$ cat config.mk
export PLATFORM = sky130hd
export DESIGN_NAME = sbc_regs
export DESIGN_NICKNAME = d
export VERILOG_FILES = /design/src/hdl/sbc_pkg.sv /design/src/hdl/sbc_regs.sv
export VERILOG_INCLUDE_DIRS = /design/src /design/src/hdl
export SDC_FILE = /design/constraint.sdc
export NUM_CORES = 1
export LEC_CHECK = 0
export BUFFER_PORTS_ARGS = -buffer_cell sky130_fd_sc_hd__buf_4
export CELL_PAD_IN_SITES_DETAIL_PLACEMENT = 1
export CELL_PAD_IN_SITES_GLOBAL_PLACEMENT = 1
export CORE_MARGIN = 2
export CORE_UTILIZATION = 25
export DETAILED_ROUTE_END_ITERATION = 7
export HOLD_SLACK_MARGIN = 0.05
export MAX_ROUTING_LAYER = met4
export PLACE_DENSITY_LB_ADDON = 0.05
export SYNTH_ARGS = -nofsm -noshare
export SYNTH_HDL_FRONTEND = slang
export SYNTH_SLANG_ARGS = --single-unit
$ cat constraint.sdc
create_clock -name SYS_CLK -period 3.3 [get_ports SYS_CLK]
set_input_delay 0.66 -clock SYS_CLK [delete_from_list [all_inputs] [get_ports SYS_CLK]]
set_output_delay 0.66 -clock SYS_CLK [all_outputs]
set_load 0.01 [all_outputs]
$ cat src/hdl/sbc_cfg.svh
// Offsets, field positions, reset values and timing counts of the PHY configuration bits
`ifndef SBC_CFG_SVH
`define SBC_CFG_SVH

// ----------------------------------------------------------------------------
// Register indices (byte address is four times the index)
// ----------------------------------------------------------------------------
`define SBC_IDX_CAPS 4'h4
`define SBC_IDX_SELFID 4'h5
`define SBC_IDX_EVENTS 4'h6
`define SBC_IDX_IRQ_STATUS 4'h8
`define SBC_IDX_IRQ_CLEAR 4'h9
`define SBC_IDX_IRQ_ENABLE 4'ha

// ----------------------------------------------------------------------------
// Fixed capability values
// ----------------------------------------------------------------------------
`define SBC_SPEED_CAP 3'h2
`define SBC_REPEATER_DELAY 4'h0
`define SBC_REPEATER_JITTER 3'h0

// ----------------------------------------------------------------------------
// Field positions inside the event register (index 6)
// ----------------------------------------------------------------------------
`define SBC_BIT_RESUME_EN 7
`define SBC_BIT_SHORT_RST 6
`define SBC_BIT_CFG_TO 5
`define SBC_BIT_CPWR_DROP 4
`define SBC_BIT_STATE_TO 3
`define SBC_BIT_PORT_EVT 2
`define SBC_BIT_ACCEL_ARB 1
`define SBC_BIT_MULTI_SPEED 0

// ----------------------------------------------------------------------------
// Field positions inside the self-ID register (index 5)
// ----------------------------------------------------------------------------
`define SBC_BIT_LINK_CTRL 7
`define SBC_BIT_CONTENDER 6

// ----------------------------------------------------------------------------
// Reset values and timing
// ----------------------------------------------------------------------------
`define SBC_RST_LINK_CTRL 1'h1
`define SBC_RST_CPWR_DROP 1'h1
`define SBC_CLK_PERIOD_NS 4
`define SBC_SHORT_RST_NS 1300
`define SBC_LONG_RST_NS 166000
`define SBC_SHORT_RST_CYCLES ((`SBC_SHORT_RST_NS + `SBC_CLK_PERIOD_NS - 1) / `SBC_CLK_PERIOD_NS)
`define SBC_LONG_RST_CYCLES ((`SBC_LONG_RST_NS + `SBC_CLK_PERIOD_NS - 1) / `SBC_CLK_PERIOD_NS)

`endif

$ cat src/hdl/sbc_pkg.sv
// Types shared by the PHY configuration bit block
package sbc_pkg;

    // Values copied into the transmitted self-ID packet
    typedef struct packed {
        logic link_active;
        logic contender;
        logic [2:0] power_class;
    } sbc_selfid_t;

    // Events from the arbitration controller, same clock
    typedef struct packed {
        logic cfg_timeout;
        logic state_timeout;
        logic resume_start;
        logic bus_reset_seen;
    } sbc_arb_evt_t;

    // Bus reset sequencer states
    typedef enum logic [2:0] {
        SBC_RST_IDLE = 3'b001,
        SBC_RST_WAIT = 3'b010,
        SBC_RST_RUN = 3'b100
    } sbc_rst_state_t;

endpackage : sbc_pkg

$ cat src/hdl/sbc_regs.sv
// Configuration and status bits of the cable PHY with APB access
//
// Behaviour
// - The speed capability field is read-only and always reads 010b.
// - The four-bit repeater delay code (144 ns plus 20 ns per step) is read-only and reads zero.
// - Self-ID bit 9 carries link_active_control ANDed with an active link power status input.
// - link_active_control is one after hardware reset and keeps its value through bus resets.
// - While link power status is active the link interface stays enabled whatever link_active_control holds.
// - The contender bit feeds self-ID bit 20, loads the contender pin at hardware reset, survives bus reset.
// - The three-bit repeater jitter code ((code+1) times 20 ns) is read-only and reads zero.
// - Power class feeds self-ID bits 21 to 23, loads the power class pins at reset, survives bus reset.
// - With resume_event_enable set, resume start on any port sets the port event flag; enable clears on reset only.
// - Writing one to short_reset_request starts a 1.30 us arbitrated short bus reset at the next chance; bus reset clears it.
// - When some node cannot do short resets, a requested short reset becomes a long one.
// - config_timeout_flag sets on arbitration timeout at tree-ID start and clears on reset or write of one.
// - Config timeout or cable power drop with resume enable while the link is inactive drives the link-on output.
// - cable_power_drop_flag sets on each falling edge of cable power sense, is one after reset, clears on write of one.
// - state_timeout_flag sets on a state timeout, which also starts a bus reset; clears on reset or write of one.
//
// The APB register port and the address map are this design's own decisions.
`timescale 1ns/100ps
`include "sbc_cfg.svh"

module sbc_regs #(
    parameter int ADDR_W = 8,
    parameter int CNT_W = 16,
    parameter int SHORT_RST_CYCLES = `SBC_SHORT_RST_CYCLES,
    parameter int LONG_RST_CYCLES = `SBC_LONG_RST_CYCLES
) (
    input wire logic SYS_CLK,
    input wire logic SYS_RST,
    input wire logic PSEL,
    input wire logic PENABLE,
    input wire logic PWRITE,
    input wire logic [ADDR_W-1:0] PADDR,
    input wire logic [31:0] PWDATA,
    output logic [31:0] PRDATA,
    output logic PREADY,
    output logic PSLVERR,
    input wire logic LINK_POWER_STATUS_INPUT,
    input wire logic CABLE_POWER_SENSE,
    input wire logic CONTENDER_LINKON_PIN,
    input wire logic [2:0] POWER_CLASS_PINS,
    input wire sbc_pkg::sbc_arb_evt_t ARB_EVT,
    input wire logic ARB_IDLE,
    input wire logic SHORT_RESET_OK,
    output logic CONTENDER_LINKON_OUT,
    output logic LINK_IF_ENABLE,
    output sbc_pkg::sbc_selfid_t SELF_ID,
    output logic BUS_RESET_ACTIVE,
    output logic BUS_RESET_SHORT,
    output logic PORT_EVENT_FLAG,
    output logic IRQ
);

    // ------------------------------------------------------------------------
    // Helpers
    // ------------------------------------------------------------------------

    // Byte address of a register index
    function automatic logic [ADDR_W-1:0] reg_addr(input logic [3:0] idx);
        reg_addr = ADDR_W'({idx, 2'h0});
    endfunction : reg_addr

    // True when the bus address selects the given register index
    function automatic logic addr_hit(input logic [ADDR_W-1:0] addr, input logic [3:0] idx);
        addr_hit = (addr == reg_addr(idx));
    endfunction : addr_hit

    // ------------------------------------------------------------------------
    // Pin synchronisers
    // ------------------------------------------------------------------------
    logic lps_meta;
    logic lps_sync;
    logic cps_meta;
    logic cps_sync;
    logic cps_prev;
    logic cont_meta;
    logic cont_sync;
    logic [2:0] pc_meta;
    logic [2:0] pc_sync;

    // Two flops on every pin coming from outside the clock domain
    always_ff @(posedge SYS_CLK)
    begin
        lps_meta <= LINK_POWER_STATUS_INPUT;
        lps_sync <= lps_meta;
        cps_meta <= CABLE_POWER_SENSE;
        cps_sync <= cps_meta;
        cont_meta <= CONTENDER_LINKON_PIN;
        cont_sync <= cont_meta;
        pc_meta <= POWER_CLASS_PINS;
        pc_sync <= pc_meta;
    end

    // Previous cable power level for edge detection
    always_ff @(posedge SYS_CLK)
    begin
        if (SYS_RST)
        begin
            cps_prev <= 1'h0;
        end
        else
        begin
            cps_prev <= cps_sync;
        end
    end

    // ------------------------------------------------------------------------
    // APB decode
    // ------------------------------------------------------------------------
    logic access;
    logic wr_stb;
    logic [7:0] wd;
    logic mapped;
    logic writable;

    assign access = PSEL & PENABLE & ~PREADY;
    assign wd = PWDATA[7:0];
    assign mapped = addr_hit(PADDR, `SBC_IDX_CAPS) | addr_hit(PADDR, `SBC_IDX_SELFID) |
                    addr_hit(PADDR, `SBC_IDX_EVENTS) | addr_hit(PADDR, `SBC_IDX_IRQ_STATUS) |
                    addr_hit(PADDR, `SBC_IDX_IRQ_CLEAR) | addr_hit(PADDR, `SBC_IDX_IRQ_ENABLE);
    // Read-only registers ignore writes without an error
    assign writable = mapped;
    // Write takes effect at the edge where PREADY is sampled high
    assign wr_stb = PSEL & PENABLE & PREADY & PWRITE & writable;

    // ------------------------------------------------------------------------
    // Self-ID source registers
    // ------------------------------------------------------------------------
    logic link_active_control;
    logic contender;
    logic [2:0] power_class;
    logic link_active;

    // Link control: set by hardware reset only, bus reset has no effect
    always_ff @(posedge SYS_CLK)
    begin
        if (SYS_RST)
        begin
            link_active_control <= `SBC_RST_LINK_CTRL;
        end
        else if (wr_stb && addr_hit(PADDR, `SBC_IDX_SELFID))
        begin
            link_active_control <= wd[`SBC_BIT_LINK_CTRL];
        end
    end

    // Contender and power class load the pins at hardware reset
    always_ff @(posedge SYS_CLK)
    begin
        if (SYS_RST)
        begin
            contender <= cont_sync;
            power_class <= pc_sync;
        end
        else if (wr_stb && addr_hit(PADDR, `SBC_IDX_SELFID))
        begin
            contender <= wd[`SBC_BIT_CONTENDER];
            power_class <= wd[2:0];
        end
    end

    assign link_active = link_active_control & lps_sync;

    // Self-ID copies and link interface enable
    always_ff @(posedge SYS_CLK)
    begin
        if (SYS_RST)
        begin
            SELF_ID <= '0;
            LINK_IF_ENABLE <= 1'h0;
        end
        else
        begin
            SELF_ID.link_active <= link_active;
            SELF_ID.contender <= contender;
            SELF_ID.power_class <= power_class;
            LINK_IF_ENABLE <= lps_sync;
        end
    end

    // ------------------------------------------------------------------------
    // Event register
    // ------------------------------------------------------------------------
    logic resume_event_enable;
    logic short_reset_request;
    logic config_timeout_flag;
    logic cable_power_drop_flag;
    logic state_timeout_flag;
    logic accel_arb;
    logic multi_speed;
    logic ev_wr;
    logic cps_fall;
    logic rst_begin;

    assign ev_wr = wr_stb & addr_hit(PADDR, `SBC_IDX_EVENTS);
    assign cps_fall = cps_prev & ~cps_sync;

    // Plain enables, cleared by hardware reset only
    always_ff @(posedge SYS_CLK)
    begin
        if (SYS_RST)
        begin
            resume_event_enable <= 1'h0;
            accel_arb <= 1'h0;
            multi_speed <= 1'h0;
        end
        else if (ev_wr)
        begin
            resume_event_enable <= wd[`SBC_BIT_RESUME_EN];
            accel_arb <= wd[`SBC_BIT_ACCEL_ARB];
            multi_speed <= wd[`SBC_BIT_MULTI_SPEED];
        end
    end

    // Short reset request: a write of one wins over a clearing bus reset
    always_ff @(posedge SYS_CLK)
    begin
        if (SYS_RST)
        begin
            short_reset_request <= 1'h0;
        end
        else if (ev_wr && wd[`SBC_BIT_SHORT_RST])
        begin
            short_reset_request <= 1'h1;
        end
        else if (ev_wr || rst_begin || ARB_EVT.bus_reset_seen)
        begin
            short_reset_request <= 1'h0;
        end
    end

    // Configuration timeout flag
    always_ff @(posedge SYS_CLK)
    begin
        if (SYS_RST)
        begin
            config_timeout_flag <= 1'h0;
        end
        else if (ARB_EVT.cfg_timeout)
        begin
            config_timeout_flag <= 1'h1;
        end
        else if (ev_wr && wd[`SBC_BIT_CFG_TO])
        begin
            config_timeout_flag <= 1'h0;
        end
    end

    // Cable power drop flag, set at reset
    always_ff @(posedge SYS_CLK)
    begin
        if (SYS_RST)
        begin
            cable_power_drop_flag <= `SBC_RST_CPWR_DROP;
        end
        else if (cps_fall)
        begin
            cable_power_drop_flag <= 1'h1;
        end
        else if (ev_wr && wd[`SBC_BIT_CPWR_DROP])
        begin
            cable_power_drop_flag <= 1'h0;
        end
    end

    // State timeout flag
    always_ff @(posedge SYS_CLK)
    begin
        if (SYS_RST)
        begin
            state_timeout_flag <= 1'h0;
        end
        else if (ARB_EVT.state_timeout)
        begin
            state_timeout_flag <= 1'h1;
        end
        else if (ev_wr && wd[`SBC_BIT_STATE_TO])
        begin
            state_timeout_flag <= 1'h0;
        end
    end

    // Port event flag, set by resume start when enabled
    always_ff @(posedge SYS_CLK)
    begin
        if (SYS_RST)
        begin
            PORT_EVENT_FLAG <= 1'h0;
        end
        else if (ARB_EVT.resume_start && resume_event_enable)
        begin
            PORT_EVENT_FLAG <= 1'h1;
        end
        else if (ev_wr && wd[`SBC_BIT_PORT_EVT])
        begin
            PORT_EVENT_FLAG <= 1'h0;
        end
    end

    // Wake the link while a flag is pending, resume_event_enable is set and the link is inactive
    always_ff @(posedge SYS_CLK)
    begin
        if (SYS_RST)
        begin
            CONTENDER_LINKON_OUT <= 1'h0;
        end
        else
        begin
            CONTENDER_LINKON_OUT <= resume_event_enable & ~link_active &
                (config_timeout_flag | cable_power_drop_flag | state_timeout_flag);
        end
    end

    // ------------------------------------------------------------------------
    // Bus reset sequencer
    // ------------------------------------------------------------------------
    sbc_pkg::sbc_rst_state_t rst_state;
    logic [CNT_W-1:0] rst_cnt;
    logic long_pending;

    // A state timeout forces a long reset, waiting for the bus to go idle
    always_ff @(posedge SYS_CLK)
    begin
        if (SYS_RST)
        begin
            long_pending <= 1'h0;
        end
        else if (ARB_EVT.state_timeout)
        begin
            long_pending <= 1'h1;
        end
        else if (rst_begin)
        begin
            long_pending <= 1'h0;
        end
    end

    assign rst_begin = (rst_state == sbc_pkg::SBC_RST_WAIT) && ARB_IDLE;

    // Waits for an idle bus, then holds the reset for its duration
    always_ff @(posedge SYS_CLK)
    begin
        if (SYS_RST)
        begin
            rst_state <= sbc_pkg::SBC_RST_IDLE;
            rst_cnt <= '0;
            BUS_RESET_ACTIVE <= 1'h0;
            BUS_RESET_SHORT <= 1'h0;
        end
        else
        begin
            unique case (rst_state)
                sbc_pkg::SBC_RST_IDLE:
                begin
                    if (short_reset_request || long_pending)
                    begin
                        rst_state <= sbc_pkg::SBC_RST_WAIT;
                    end
                end
                sbc_pkg::SBC_RST_WAIT:
                begin
                    if (ARB_IDLE)
                    begin
                        rst_state <= sbc_pkg::SBC_RST_RUN;
                        BUS_RESET_ACTIVE <= 1'h1;
                        if (long_pending || !SHORT_RESET_OK)
                        begin
                            BUS_RESET_SHORT <= 1'h0;
                            rst_cnt <= CNT_W'(LONG_RST_CYCLES - 1);
                        end
                        else
                        begin
                            BUS_RESET_SHORT <= 1'h1;
                            rst_cnt <= CNT_W'(SHORT_RST_CYCLES - 1);
                        end
                    end
                end
                sbc_pkg::SBC_RST_RUN:
                begin
                    if (rst_cnt == '0)
                    begin
                        rst_state <= sbc_pkg::SBC_RST_IDLE;
                        BUS_RESET_ACTIVE <= 1'h0;
                        BUS_RESET_SHORT <= 1'h0;
                    end
                    else
                    begin
                        rst_cnt <= rst_cnt - 1'b1;
                    end
                end
            endcase
        end
    end

    // ------------------------------------------------------------------------
    // Interrupt status, clear and enable
    // ------------------------------------------------------------------------
    logic [3:0] irq_status;
    logic [3:0] irq_enable;
    logic [3:0] irq_set;
    logic [3:0] irq_clr;

    assign irq_set = {PORT_EVENT_FLAG == 1'h0 && ARB_EVT.resume_start && resume_event_enable,
                      ARB_EVT.state_timeout, cps_fall, ARB_EVT.cfg_timeout};
    assign irq_clr = (wr_stb && addr_hit(PADDR, `SBC_IDX_IRQ_CLEAR)) ? PWDATA[3:0] : 4'h0;

    // Sticky bits; a new event wins over a clear in the same cycle
    always_ff @(posedge SYS_CLK)
    begin
        if (SYS_RST)
        begin
            irq_status <= 4'h0;
        end
        else
        begin
            irq_status <= irq_set | (irq_status & ~irq_clr);
        end
    end

    // Enable mask
    always_ff @(posedge SYS_CLK)
    begin
        if (SYS_RST)
        begin
            irq_enable <= 4'h0;
        end
        else if (wr_stb && addr_hit(PADDR, `SBC_IDX_IRQ_ENABLE))
        begin
            irq_enable <= PWDATA[3:0];
        end
    end

    // Level interrupt output
    always_ff @(posedge SYS_CLK)
    begin
        if (SYS_RST)
        begin
            IRQ <= 1'h0;
        end
        else
        begin
            IRQ <= |(irq_status & irq_enable);
        end
    end

    // ------------------------------------------------------------------------
    // APB read data and answer
    // ------------------------------------------------------------------------
    logic [31:0] next_prdata;

    // Read multiplexer, reserved bits and unmapped words read zero
    always_comb
    begin
        next_prdata = 32'h0;
        if (addr_hit(PADDR, `SBC_IDX_CAPS))
        begin
            next_prdata[7:0] = {`SBC_SPEED_CAP, 1'h0, `SBC_REPEATER_DELAY};
        end
        else if (addr_hit(PADDR, `SBC_IDX_SELFID))
        begin
            next_prdata[7:0] = {link_active_control, contender, `SBC_REPEATER_JITTER, power_class};
        end
        else if (addr_hit(PADDR, `SBC_IDX_EVENTS))
        begin
            next_prdata[7:0] = {resume_event_enable, short_reset_request, config_timeout_flag,
                                cable_power_drop_flag, state_timeout_flag, PORT_EVENT_FLAG,
                                accel_arb, multi_speed};
        end
        else if (addr_hit(PADDR, `SBC_IDX_IRQ_STATUS))
        begin
            next_prdata[3:0] = irq_status;
        end
        else if (addr_hit(PADDR, `SBC_IDX_IRQ_ENABLE))
        begin
            next_prdata[3:0] = irq_enable;
        end
    end

    // One wait state: PREADY rises in the second access cycle
    always_ff @(posedge SYS_CLK)
    begin
        if (SYS_RST)
        begin
            PREADY <= 1'h0;
            PSLVERR <= 1'h0;
            PRDATA <= 32'h0;
        end
        else if (access)
        begin
            PREADY <= 1'h1;
            PSLVERR <= ~mapped;
            PRDATA <= PWRITE ? 32'h0 : next_prdata;
        end
        else
        begin
            PREADY <= 1'h0;
            PSLVERR <= 1'h0;
            PRDATA <= 32'h0;
        end
    end

endmodule : sbc_regs

==> summary.txt <==
Clock network
  • CTS Buf Count: 9
  • Number of H-tree levels: 3
  • Hold buffer count at cts: 0
  • TritonCTS clock tree: done
  • Root Buffer: clkbuf_16
  • Reg clk slew, reported paths: 60 ps
  • Maximum clock path buffer count: 2
  • Clk sinks: between 70 and 80
  • Post-CTS setup buffers: 0
  • Skew-Pair Late Insertion Delay: roughly 340 ps
  • Post-CTS resize count: 0

Power and ir drop
  • Internal: approximately 1800 uW
  • Max VDD drop: 259.4 uV
  • Switching power: about 530 uW
  • Pwr Total: between 2000 and 2500 uW
  • Sw frac: approximately 23%
  • Clock network fraction of total power: ~50%
  • Comb power frac: 8.7%
  • Seq pwr share: about two fifths
  • Pwr per Cell Area: a little under 600 mW/mm^2
  • Leakage: 0.001581 uW

Outcome
  • Status: finished, final reports clean

Critical path
  • CP top delay family: simple AND/OR/NAND/NOR gates
  • Worst-path fanout max: 10
  • Crit start category: register
  • CP bufs+invs: 1
  • Slowest stage delay, CP: 590 ps
  • Crit-path slowest cell: nor4b_1
  • Worst R2R Setup Slack: a little over 1000 ps
  • Critical Path RT: around 3500 ps
  • Arr. time, crit path: about 2500 ps
  • Crit end category: register
  • Critical path, cell by cell: inv_1, ha_1, nor4b_1, and4_1, o21ai_2, a311oi_1
  • Crit path kind: register to register

Timing
  • Final min period: 2287 ps
  • Setup TNS: 0 ps
  • Fmax: about 440 MHz
  • Final Max Tran Viols: 0
  • Worst-Margin Slew: a little over 700 ps
  • Setup Viol. Count Final: 0
  • RSZ-0062 raised after global routing: false
  • Setup Skew: ~5.8 ps
  • Relative slew margins: between 50% and 60%
  • Final hold violations: 0
  • Period utilization: 69.31%

Route
  • DRC viols: 0
  • Iteration-0 DRC Markers: 94
  • Router iterations before antenna repair: 6
  • Vias/cell: approximately 4.4
  • Post-route ant nets: 0
  • Post-Route WL: between 8 and 9 mm
  • Via count: 2534
  • Average routed wire per standard cell: approximately 15 microns

Synth
  • Post-Synth XOR/XNOR Area: between 1.5 and 2%
  • Mux share of post-synthesis cell area: ~4.9%
  • Mean post-synth cell area: 9.246 sq um
  • Post-Synth Adder-Cell Area: less than 1%
  • Yosys warns: 0
  • Main combinational cell family by area after synthesis: simple AND/OR/NAND/NOR gates
  • Post-synth top flop: dfxtp_1
  • Post-synth EDFFs: 4
  • Seq/Total Area, Yosys: about half
  • Complex-gate fraction of the synthesized area: between 10% and 20%
  • Yosys reg bits: 74
  • Cells after synthesis: about 340
  • Simple-gate portion of the synthesized area: between 20% and 30%
  • Synth unique cells: 58
  • Ys async rst share: 0%
  • Post-Syn Area: 0.003153 sq mm

Place
  • Dpl cells: 554
  • Post-DP HPWL: between 6 and 7 mm
  • Gp weighted congestion: 0.7783
  • Count of port buffers added during placement: 53

Global routing
  • First-pass GRT wire length: roughly 14 mm
  • Vias in the first global route: approximately 2500
  • Largest net degree at the start of global routing: 47
  • Antenna violations before repair: 0
  • Total global routing overflow: 0
  • Total GRT Usage: roughly 14%

Run
  • Max-Cap Viols: 0

Min path
  • Hold WC Path Type: register to register

Layout
  • Synth-to-Final Area Change: 26.27%
  • Share of layout cells above drive strength 1: 22.36%
  • Most frequent cells in the layout: 70 x dfxtp_1, 55 x buf_4, 44 x nor2_1, 29 x a21oi_1, 26 x nand2_1
  • ANT cells: 0
  • Commonest non-fill, non-tap cell in the layout: dfxtp_1
  • Total Nets Final: approximately 450
  • Non-Filler Instances: 570
  • Layout fillers: between 1000 and 1500

Die
  • Area of the core: between 0.01 and 0.015 sq mm
  • Chip Height: ~120 microns
  • FP Rows: about 40
  • Die width: approximately 120 microns
  • Initial Util: 25.29%
  • # IOs: 102
  • DIE AREA: 0.01353 sq mm
## path summary, 6_finish.rpt
kind	cells past startpoint	to	from
worst min-delay path	0	cps_sync	cps_meta
worst min register to register	0	cps_sync	cps_meta
worst max register to register	6	rst_cnt[0]	rst_cnt[0]
worst max-delay path	6	rst_cnt[0]	rst_cnt[0]
## worst reg2reg max path: stages, from the launching register on
cell	delay, ps
dfxtp_1	340
inv_1	100
ha_1	170
nor4b_1	590
and4_1	490
o21ai_2	220
a311oi_1	300
## power by group through the flow
stage                     sequential, uW  combinational (uW)  clock, uW
after CTS                            958                 205       1210
after floorplan                      973                 145          0
after global routing                 962                 230       1250
after detailed placement             977                 204          0
final                                957                 202       1170
after global placement               977                 205          0
## flip-flops by register name (all words and copies together), names as in the netlist, 3 cells and up
name	count
rst_cnt	16
PRDATA	8
SELF_ID	5
irq_enable	4
irq_status	4
pc_meta	3
pc_sync	3
power_class	3
rst_state	3
## layout make-up
class | count | area [sq um] | area share, %
Multi-Input combinational cell | 246 | 1450 | 36.42
Tap cell | 172 | 215.2 | 5.405
Sequential cell | 74 | 1521 | 38.21
Clock buffer | 12 | 256.5 | 6.442
Inverter | 7 | 26.28 | 0.6600
Timing Repair Buffer | 55 | 412.9 | 10.37
Clock inverter | 4 | 98.84 | 2.483
## synthesized netlist by cell type, types with 2 or more instances
master	n	area (sq um)
nand3_1	5	25.02
a21oi_1	29	145.1
nor2_1	44	165.2
nor2b_1	8	50.05
edfxtp_1	4	120.1
a311oi_1	2	17.52
buf_4	24	180.2
or2_2	3	18.77
o31ai_1	3	22.52
a211oi_1	3	22.52
dfxtp_1	70	1401
inv_1	7	26.28
mux2i_1	11	110.1
o21ai_0	6	30.03
nand4_1	3	18.77
a211o_1	2	17.52
and2_1	3	18.77
clkbuf_1	6	22.52
or3_1	3	18.77
nand2_1	26	97.59
a22oi_1	2	15.01
xor2_1	3	26.28
buf_1	2	7.510
nor4b_1	3	26.28
mux2_2	4	45.04
nand2b_1	3	18.77
buf_2	4	20.02
a31oi_1	3	18.77
o21ai_2	2	17.52
o221a_2	3	33.78
nor3_1	13	65.06
nor4_1	6	37.54
or4b_1	4	40.04
xnor2_1	3	26.28
## through the flow
stage	util [%]	hold slack [ps]	setup WS [ps]	instance area [sq um]
after floorplan	-	309.6	1139	3239
after global placement	29.09	311.1	653.6	3626
after detailed placement	29.09	313.2	667.8	3626
after CTS	31.94	329.2	1020	3981
after global routing	31.94	335.7	760.3	3981
final	31.94	326.7	1013	3981
## cells by family (layout without fill, tap and decap cells)
group,count (synthesis),after routing
flops,74,74
other cells,1,24
fa+ha+maj,1,1
mux,15,15
buf+inv,44,78
compound gates,62,62
simple gates,138,138
xor+xnor,6,6
## metal layers
layer	global-route usage (%)	up-vias	wire length (microns)
met2	20.04	53	3696
met5	-	-	0
met1	19.02	1208	4286
met4	6.190	0	152
li1	-	1262	-
met3	2.958	11	330
(Power assumes the default switching activity.)
